$ cat config.mk
export PLATFORM = sky130hd
export DESIGN_NAME = dda_dev_end_flat
export DESIGN_NICKNAME = d
export VERILOG_FILES = /design/src/hdl/dda_pkg.sv /design/src/hdl/dda_link_if.sv /design/src/hdl/dda_dev_end.sv /design/src/flat_wrapper.sv
export SDC_FILE = /design/constraint.sdc
export NUM_CORES = 1
export LEC_CHECK = 0
export BUFFER_PORTS_ARGS = -buffer_cell sky130_fd_sc_hd__buf_2
export CORE_ASPECT_RATIO = 0.75
export CORE_MARGIN = 4
export CORE_UTILIZATION = 30
export DETAILED_ROUTE_END_ITERATION = 6
export PLACE_DENSITY = 0.5
export SLEW_MARGIN = 40
export SYNTH_ARGS = -nofsm -noshare
export SYNTH_HDL_FRONTEND = slang
export SYNTH_SLANG_ARGS = --single-unit
$ cat constraint.sdc
create_clock -name CLK_SYS -period 4.99 [get_ports CLK_SYS]
set_input_delay 0.499 -clock CLK_SYS [delete_from_list [all_inputs] [get_ports CLK_SYS]]
set_output_delay 0.499 -clock CLK_SYS [all_outputs]
set_load 0.005 [all_outputs]
$ cat src/hdl/dda_pkg.sv
// Shared constants for the dual converter input link
package dda_pkg;
  // Sample word: straight binary, top bit carries the largest weight
  localparam int CODE_W = 10;
  localparam int TOP_BIT = CODE_W - 1;
  localparam logic [CODE_W-1:0] CODE_RESET = 10'h000;

  // Write strobe to converter output, in update clocks
  localparam int LAT_CLKS = 4;

  // Pin synchroniser depth
  localparam int SYNC_STAGES = 3;

  // Link timing at the system clock
  localparam int SYS_PERIOD_NS = 20;
  localparam int WRT_LAG_MIN_NS = 2;
  localparam int WRT_LAG_MIN_CYC = ((WRT_LAG_MIN_NS + SYS_PERIOD_NS - 1) / SYS_PERIOD_NS) < 1 ? 1 :
    ((WRT_LAG_MIN_NS + SYS_PERIOD_NS - 1) / SYS_PERIOD_NS);
  localparam int LINK_HALF_DEF = 4;
  localparam int FIFO_DEPTH_DEF = 16;

  // Bit positions in the sampled pin vector
  localparam int PIN_WA = 0;
  localparam int PIN_WB = 1;
  localparam int PIN_CA = 2;
  localparam int PIN_CB = 3;
  localparam int PIN_SEL = 4;
  localparam int PIN_RST = 5;
  localparam int PIN_DA = 6;
  localparam int PIN_DB = PIN_DA + CODE_W;
  localparam int PIN_W = PIN_DB + CODE_W;

  // Source sequencer states
  typedef enum logic [1:0] {DDA_ST_IDLE, DDA_ST_PRIME, DDA_ST_RUN} dda_src_state_t;
endpackage

$ cat src/hdl/dda_link_if.sv
// Pin-level link between the sample source and the converter input
`timescale 1ns/1ps
`default_nettype none
interface dda_link_if;
  import dda_pkg::*;
  logic [CODE_W-1:0] chan_a_data;
  logic [CODE_W-1:0] chan_b_data;
  logic chan_a_write_strobe;
  logic chan_b_write_strobe;
  logic chan_a_update_clock;
  logic chan_b_update_clock;
  logic channel_select;
  logic pairing_reset;

  modport dev (
    input chan_a_data,
    input chan_b_data,
    input chan_a_write_strobe,
    input chan_b_write_strobe,
    input chan_a_update_clock,
    input chan_b_update_clock,
    input channel_select,
    input pairing_reset
  );

  modport src (
    output chan_a_data,
    output chan_b_data,
    output chan_a_write_strobe,
    output chan_b_write_strobe,
    output chan_a_update_clock,
    output chan_b_update_clock,
    output channel_select,
    output pairing_reset
  );
endinterface
`default_nettype wire

$ cat src/hdl/dda_dev_end.sv
// Converter-side input front end: latches, pairing and converter pipelines
//
// Contract
// - 10-bit straight binary, bit 9 MSB
// - Mode low interleaved, high dual bus
// - Dual mode: per-channel bus, strobe, clock
// - Dual: rising strobe loads input latch
// - Dual: update clock moves latch to converter
// - Source: clock edge not after write
// - Source: late clock at least 2 ns
// - Source: tie strobe and clock together
// - Four clock latency strobe to output
// - Interleaved: words on A bus only
// - Interleaved: shared strobe, shared clock, divided
// - Select high to A, low to B
// - Select high: B latch recirculates
// - Source: A bus at twice update rate
// - Rising shared strobe captures each word
// - Falling shared strobe presents to converter
// - Shared clock divided by two
// - Divided clock low during pairing reset
// - Pairing reset fixes divided clock phase
`timescale 1ns/1ps
`default_nettype none
module dda_dev_end #(
  parameter int LAT = dda_pkg::LAT_CLKS
) (
  input wire logic CLK_SYS,
  input wire logic SRST,
  input wire logic DUAL_BUS_MODE,
  dda_link_if.dev link,
  output logic [dda_pkg::CODE_W-1:0] CODE_A,
  output logic [dda_pkg::CODE_W-1:0] CODE_B,
  output logic UPDATE_A,
  output logic UPDATE_B,
  output logic DIV_CLK
);
  import dda_pkg::*;

  ////////////////////////////////////////////////////////////////////////////
  // Elaboration check

  generate
    if (LAT < 2 || (LAT % 2) != 0) begin : g_bad_lat
      $error("LAT must be even and at least 2");
    end
  endgenerate

  localparam int HALF_LAT = LAT / 2;

  ////////////////////////////////////////////////////////////////////////////
  // Pin sampling

  logic [PIN_W-1:0] pin_raw;
  logic [PIN_W-1:0] sync1_reg;
  logic [PIN_W-1:0] sync2_reg;
  logic [PIN_W-1:0] sync3_reg;
  logic [PIN_W-1:0] stable_reg;
  logic [PIN_W-1:0] agree;
  logic [PIN_W-1:0] stable_next;
  logic [PIN_W-1:0] rise;
  logic [PIN_W-1:0] fall;

  // B bus is sampled in both modes but only dual mode reads it
  assign pin_raw = {link.chan_b_data, link.chan_a_data, link.pairing_reset, link.channel_select,
                    link.chan_b_update_clock, link.chan_a_update_clock,
                    link.chan_b_write_strobe, link.chan_a_write_strobe};

  // A change counts only once stages two and three agree
  assign agree = ~(sync2_reg ^ sync3_reg);
  assign stable_next = (agree & sync3_reg) | (~agree & stable_reg);
  assign rise = agree & sync3_reg & ~stable_reg;
  assign fall = agree & ~sync3_reg & stable_reg;

  always_ff @(posedge CLK_SYS) begin
    if (SRST) begin
      sync1_reg <= '0;
      sync2_reg <= '0;
      sync3_reg <= '0;
      stable_reg <= '0;
    end else begin
      sync1_reg <= pin_raw;
      sync2_reg <= sync1_reg;
      sync3_reg <= sync2_reg;
      stable_reg <= stable_next;
    end
  end

  ////////////////////////////////////////////////////////////////////////////
  // Mode strap

  // Strap is a pin: three flops, a change counts once the last two agree
  // Not reset, since it is static and settles within the reset span
  logic [SYNC_STAGES-1:0] mode_sync_reg;
  logic mode_agree;
  logic dual_reg;

  assign mode_agree = mode_sync_reg[SYNC_STAGES-1] == mode_sync_reg[SYNC_STAGES-2];

  always_ff @(posedge CLK_SYS) begin
    mode_sync_reg <= {mode_sync_reg[SYNC_STAGES-2:0], DUAL_BUS_MODE};
    if (mode_agree) begin
      dual_reg <= mode_sync_reg[SYNC_STAGES-1];
    end
  end

  ////////////////////////////////////////////////////////////////////////////
  // Decoded events

  logic [CODE_W-1:0] bus_a;
  logic [CODE_W-1:0] bus_b;
  logic wa_rise;
  logic wb_rise;
  logic wa_fall;
  logic ca_rise;
  logic cb_rise;
  logic sel_a;
  logic pair_rst;

  // Words are unsigned; bit TOP_BIT is the top weight on either bus
  assign bus_a = stable_next[PIN_DA +: CODE_W];
  assign bus_b = stable_next[PIN_DB +: CODE_W];
  // Interleaved mode reuses the A strobe and A clock as the shared pair
  assign wa_rise = rise[PIN_WA];
  assign wb_rise = rise[PIN_WB];
  assign wa_fall = fall[PIN_WA];
  assign ca_rise = rise[PIN_CA];
  assign cb_rise = rise[PIN_CB];
  assign sel_a = stable_reg[PIN_SEL];
  assign pair_rst = stable_next[PIN_RST];

  ////////////////////////////////////////////////////////////////////////////
  // Input latches

  logic [CODE_W-1:0] in_a_reg;
  logic [CODE_W-1:0] in_b_reg;
  logic [CODE_W-1:0] in_a_next;
  logic [CODE_W-1:0] in_b_next;
  logic [CODE_W-1:0] hold_a_reg;
  logic [CODE_W-1:0] hold_b_reg;

  // Dual mode: each bus on its own strobe
  // Interleaved: A bus steered by select; B recirculates while select high
  assign in_a_next = dual_reg ? (wa_rise ? bus_a : in_a_reg) :
                     ((wa_rise && sel_a) ? bus_a : in_a_reg);
  assign in_b_next = dual_reg ? (wb_rise ? bus_b : in_b_reg) :
                     ((wa_rise && !sel_a) ? bus_a : in_b_reg);

  always_ff @(posedge CLK_SYS) begin
    if (SRST) begin
      in_a_reg <= CODE_RESET;
      in_b_reg <= CODE_RESET;
      hold_a_reg <= CODE_RESET;
      hold_b_reg <= CODE_RESET;
    end else begin
      in_a_reg <= in_a_next;
      in_b_reg <= in_b_next;
      if (!dual_reg && wa_fall) begin
        hold_a_reg <= in_a_reg;
        hold_b_reg <= in_b_reg;
      end
    end
  end

  ////////////////////////////////////////////////////////////////////////////
  // Divided update clock

  logic div_reg;
  logic div_rise;

  // Pairing reset forces the divider low, fixing which rise pairs the words
  assign div_rise = !dual_reg && ca_rise && !pair_rst && !div_reg;

  always_ff @(posedge CLK_SYS) begin
    if (SRST || dual_reg || pair_rst) begin
      div_reg <= 1'b0;
    end else if (ca_rise) begin
      div_reg <= ~div_reg;
    end
  end

  ////////////////////////////////////////////////////////////////////////////
  // Converter pipelines

  // Dual mode walks LAT stages on its own clock; interleaved walks half as many
  // on the divided clock, which is the same count of shared input clocks
  logic [CODE_W-1:0] pipe_a_reg [LAT];
  logic [CODE_W-1:0] pipe_b_reg [LAT];
  logic step_a;
  logic step_b;
  logic [CODE_W-1:0] feed_a;
  logic [CODE_W-1:0] feed_b;
  logic [CODE_W-1:0] tap_a;
  logic [CODE_W-1:0] tap_b;

  assign step_a = dual_reg ? ca_rise : div_rise;
  assign step_b = dual_reg ? cb_rise : div_rise;
  assign feed_a = dual_reg ? in_a_reg : hold_a_reg;
  assign feed_b = dual_reg ? in_b_reg : hold_b_reg;
  assign tap_a = dual_reg ? pipe_a_reg[LAT-1] : pipe_a_reg[HALF_LAT-1];
  assign tap_b = dual_reg ? pipe_b_reg[LAT-1] : pipe_b_reg[HALF_LAT-1];

  always_ff @(posedge CLK_SYS) begin
    if (SRST) begin
      for (int i = 0; i < LAT; i++) begin
        pipe_a_reg[i] <= CODE_RESET;
        pipe_b_reg[i] <= CODE_RESET;
      end
    end else begin
      if (step_a) begin
        pipe_a_reg[0] <= feed_a;
        for (int i = 1; i < LAT; i++) begin
          pipe_a_reg[i] <= pipe_a_reg[i-1];
        end
      end
      if (step_b) begin
        pipe_b_reg[0] <= feed_b;
        for (int i = 1; i < LAT; i++) begin
          pipe_b_reg[i] <= pipe_b_reg[i-1];
        end
      end
    end
  end

  ////////////////////////////////////////////////////////////////////////////
  // Outputs

  // One extra system cycle buys registered outputs; latency is still counted in update clocks
  always_ff @(posedge CLK_SYS) begin
    if (SRST) begin
      CODE_A <= CODE_RESET;
      CODE_B <= CODE_RESET;
      UPDATE_A <= 1'b0;
      UPDATE_B <= 1'b0;
      DIV_CLK <= 1'b0;
    end else begin
      CODE_A <= tap_a;
      CODE_B <= tap_b;
      UPDATE_A <= step_a;
      UPDATE_B <= step_b;
      DIV_CLK <= div_reg;
    end
  end

endmodule
`default_nettype wire

$ cat src/flat_wrapper.sv
// flat-port wrapper written by rule: the top's interface ports become plain ports
module dda_dev_end_flat import dda_pkg::*;
#(
  parameter int LAT = dda_pkg::LAT_CLKS
)
  (CLK_SYS, SRST, DUAL_BUS_MODE, CODE_A, CODE_B, UPDATE_A, UPDATE_B, DIV_CLK, link_chan_a_data, link_chan_b_data, link_chan_a_write_strobe, link_chan_b_write_strobe, link_chan_a_update_clock, link_chan_b_update_clock, link_channel_select, link_pairing_reset);
  dda_link_if link_i ();
  input wire logic CLK_SYS;
  input wire logic SRST;
  input wire logic DUAL_BUS_MODE;
  output logic [dda_pkg::CODE_W-1:0] CODE_A;
  output logic [dda_pkg::CODE_W-1:0] CODE_B;
  output logic UPDATE_A;
  output logic UPDATE_B;
  output logic DIV_CLK;
  input wire logic [$bits(link_i.chan_a_data)-1:0] link_chan_a_data;
  input wire logic [$bits(link_i.chan_b_data)-1:0] link_chan_b_data;
  input wire logic [$bits(link_i.chan_a_write_strobe)-1:0] link_chan_a_write_strobe;
  input wire logic [$bits(link_i.chan_b_write_strobe)-1:0] link_chan_b_write_strobe;
  input wire logic [$bits(link_i.chan_a_update_clock)-1:0] link_chan_a_update_clock;
  input wire logic [$bits(link_i.chan_b_update_clock)-1:0] link_chan_b_update_clock;
  input wire logic [$bits(link_i.channel_select)-1:0] link_channel_select;
  input wire logic [$bits(link_i.pairing_reset)-1:0] link_pairing_reset;
  assign link_i.chan_a_data = link_chan_a_data;
  assign link_i.chan_b_data = link_chan_b_data;
  assign link_i.chan_a_write_strobe = link_chan_a_write_strobe;
  assign link_i.chan_b_write_strobe = link_chan_b_write_strobe;
  assign link_i.chan_a_update_clock = link_chan_a_update_clock;
  assign link_i.chan_b_update_clock = link_chan_b_update_clock;
  assign link_i.channel_select = link_channel_select;
  assign link_i.pairing_reset = link_pairing_reset;
  dda_dev_end #(.LAT(LAT)) u_core (.CLK_SYS(CLK_SYS), .SRST(SRST), .DUAL_BUS_MODE(DUAL_BUS_MODE), .link(link_i), .CODE_A(CODE_A), .CODE_B(CODE_B), .UPDATE_A(UPDATE_A), .UPDATE_B(UPDATE_B), .DIV_CLK(DIV_CLK));
endmodule
==> out/summary.txt <==
GRT overflow: 0
DP Wirelength: 9.448 mm
Switching portion of total power: 19.66%
Syn Std Cell Area: 0.008910 sq mm
Number of synthesized flops with an enable pin: 81
Crit end category: flop
Final cycle utilization of the critical path: 53.69%
Post-CTS Setup Bufs: 0
Max_slew headroom: 47.19%
Average wire per standard cell: 13.14 um
Post-route cell area: 0.01043 sq mm
Routed vias/inst: 4.167
Crit path cell chain: ha_1 -> or3b_1 -> o21a_4 -> nand2b_1 -> buf_4
Min cycle time layout: 2.679 ns
Die footprint: 0.03255 sq mm
Switching Power: 857.0 uW
CTS root buffer: clkbuf_16
Die Span Y: 157.2 um
Max-slew violation total from the final report: 0
Core area: 0.02919 sq mm
FMAX: 373.3 MHz
Syn_area_per_cell: 12.22 sq um
Clock buffer count from CTS: 25
H-tree depth: 1
Max IR drop VDD: 0.1961 mV
Routed WL: 15.47 mm
Post-route ant nets: 0
Crit-path max FO: 32
Drt drc: 0
Max cap viols: 0
Gate power share: 3.2%
Sequential power share: 50.4%
Cell family with most CP delay: simple AND/OR/NAND/NOR gates
Worst Hold Class: input pin to flop
First-pass detailed-route iteration total: 6
Die W: 207.0 um
CP required: 5.16 ns
Worst setup SP type: flop
Gr usage total: 9.621%
Placed inst area: 0.009510 sq mm
CP max stage cell: or3b_1
Setup repair after global routing missed its margin: false
Pin count of the biggest net entering global routing: 86
Internal power: 3503 uW
Setup TNS: 0 ns
Lkg Pwr: 0.003803 uW
Yosys Warn Count: 0
Clock slew at reported path FFs: 0.06 ns
Initial antenna violation count: 0
Synthesized net count: 763
Synth Instances: 729
Iter 0 DRT Violations: 290
IO buf count: 51
First-pass GRT wire length: 25.35 mm
CTS sink cnt: 252
Critical Path AT: 2.85 ns
Worst Tran Pin Value: 0.7921 ns
Skew-Pair Late Insertion Delay: 0.51 ns
CTS tree: done
Ys async rst share: 0%
Share of post-route cells with drive strength above 1: 16.82%
CP max stage delay: 0.50 ns
Fin. Hold Viols: 0
Synth cell types: 41
Clock buffer depth: 3
Initial core utilization: 30.53%
GPL Wtd Cong: 0.7046
Endpoints failing setup: 0
PD cells: 418.0 mW/mm^2
Post-CTS sizing: 0
Clk pwr share: 46.5%
Vias: 4905
Main flop type after synthesis: dfxtp_1
Status: finished clean
Vias in the first global route: 4657
Crit path buf inv count: 1
# diodes: 0
Sequential cell area fraction in the yosys report: 65.72%
WS Path Type: flop to flop
Total Nets Final: 801
Row count: 54
Commonest non-fill, non-tap cells in the layout: dfxtp_1, nor2b_1, edfxtp_1, buf_2, nand2_1
Synth Register Bits: 252
I/O pins: 52
Skew final: 0.005530 ns
Most common cell after layout, fill and taps aside: dfxtp_1
Layout area overhead: 17.05%
Hold_buf cts: 0
## synthesized netlist by cell type (all sizes together), types with 4 or more instances
cell type / count / area [sq um]
dfxtp: 171 / 3423
nand3b: 12 / 90.09
or2: 4 / 25.02
mux2i: 33 / 330.3
buf: 15 / 92.58
a22o: 10 / 87.58
ha: 5 / 62.56
nor2b: 99 / 619.3
nor3b: 30 / 235.2
and2: 30 / 214.0
o32ai: 10 / 87.58
maj3: 20 / 200.2
clkbuf: 33 / 126.4
a211oi: 11 / 82.58
nand2: 41 / 153.9
nand3: 10 / 50.05
inv: 15 / 56.30
edfxtp: 81 / 2432
o21ai: 14 / 70.07
nor2: 28 / 105.1
nor3: 12 / 71.32
a21oi: 32 / 160.2
## worst reg2reg max path, cell delays in order, from the launching register on
cell      delay (ns)
dfxtp_1         0.33
ha_1            0.17
or3b_1          0.50
o21a_4          0.39
nand2b_1        0.48
buf_4           0.45
## through the flow
stage	std cells	worst slack (ns)	power [uW]	hold WS (ns)	util [%]
2_1_floorplan	729	0.3676	2334	0.3096	-
3_3_place_gp	1130	2.350	2380	0.3143	32.54
3_5_place_dp	1131	2.305	2382	0.3189	32.58
4_1_cts	1176	2.293	4437	0.06010	35.66
5_1_grt	1177	2.111	4542	0.06071	35.73
6_report	1177	2.311	4360	0.08798	35.73
## metal layers
layer | up-vias | GRT usage (%) | routed length [um]
met1 | 2212 | 14.84 | 8361
li1 | 2581 | - | -
met4 | 0 | 2.863 | 394
met2 | 81 | 13.43 | 6086
met5 | - | 0 | 0
met3 | 31 | 2.060 | 627
## path summary, 6_finish.rpt
path	from	end	slack, ns	cells past startpoint
min reg2reg	u_core.mode_sync_reg[0]$_DFF_P_	u_core.mode_sync_reg[1]$_DFF_P_	0.33	0
min	DUAL_BUS_MODE	u_core.mode_sync_reg[0]$_DFF_P_	0.09	1
max reg2reg	u_core.sync2_reg[2]$_SDFF_PP0_	u_core.pipe_a_reg[3][7]$_SDFFCE_PN0P_	2.31	5
max	u_core.sync2_reg[2]$_SDFF_PP0_	u_core.pipe_a_reg[3][7]$_SDFFCE_PN0P_	2.31	5
## layout make-up
| cell class | count | area, sq um |
|---|---|---|
| fillers | 2904 | 18760 |
| flip-flops and latches | 252 | 5856 |
| multi-input cells | 414 | 2799 |
| clock buffers | 32 | 681.9 |
| well taps | 392 | 490.5 |
| repair buffers | 59 | 329.1 |
| clock inverters | 13 | 216.5 |
| inverters | 15 | 56.30 |
## power groups by stage
| stage | registers (uW) | logic [uW] | clock network (uW) |
|---|---|---|---|
| 2_1_floorplan | 2240 | 97.3 | 0 |
| 3_3_place_gp | 2240 | 140 | 0 |
| 3_5_place_dp | 2240 | 141 | 0 |
| 4_1_cts | 2200 | 141 | 2100 |
| 5_1_grt | 2200 | 154 | 2190 |
| 6_report | 2200 | 138 | 2030 |
## cells by family (layout without fill, tap and decap cells)
kind of cell / after synthesis / after routing / share of synthesized area (%)
and+or+nand+nor: 274 / 274 / 18.38
xor gates and xnor gates: 1 / 1 / 0.09832
muxes: 33 / 33 / 3.707
buffers and inverters: 63 / 119 / 3.089
AOI/OAI and AO/OA: 81 / 81 / 6.052
adders and majority gates: 25 / 25 / 2.949
DFF: 252 / 252 / 65.72
(Power assumes the default switching activity.)
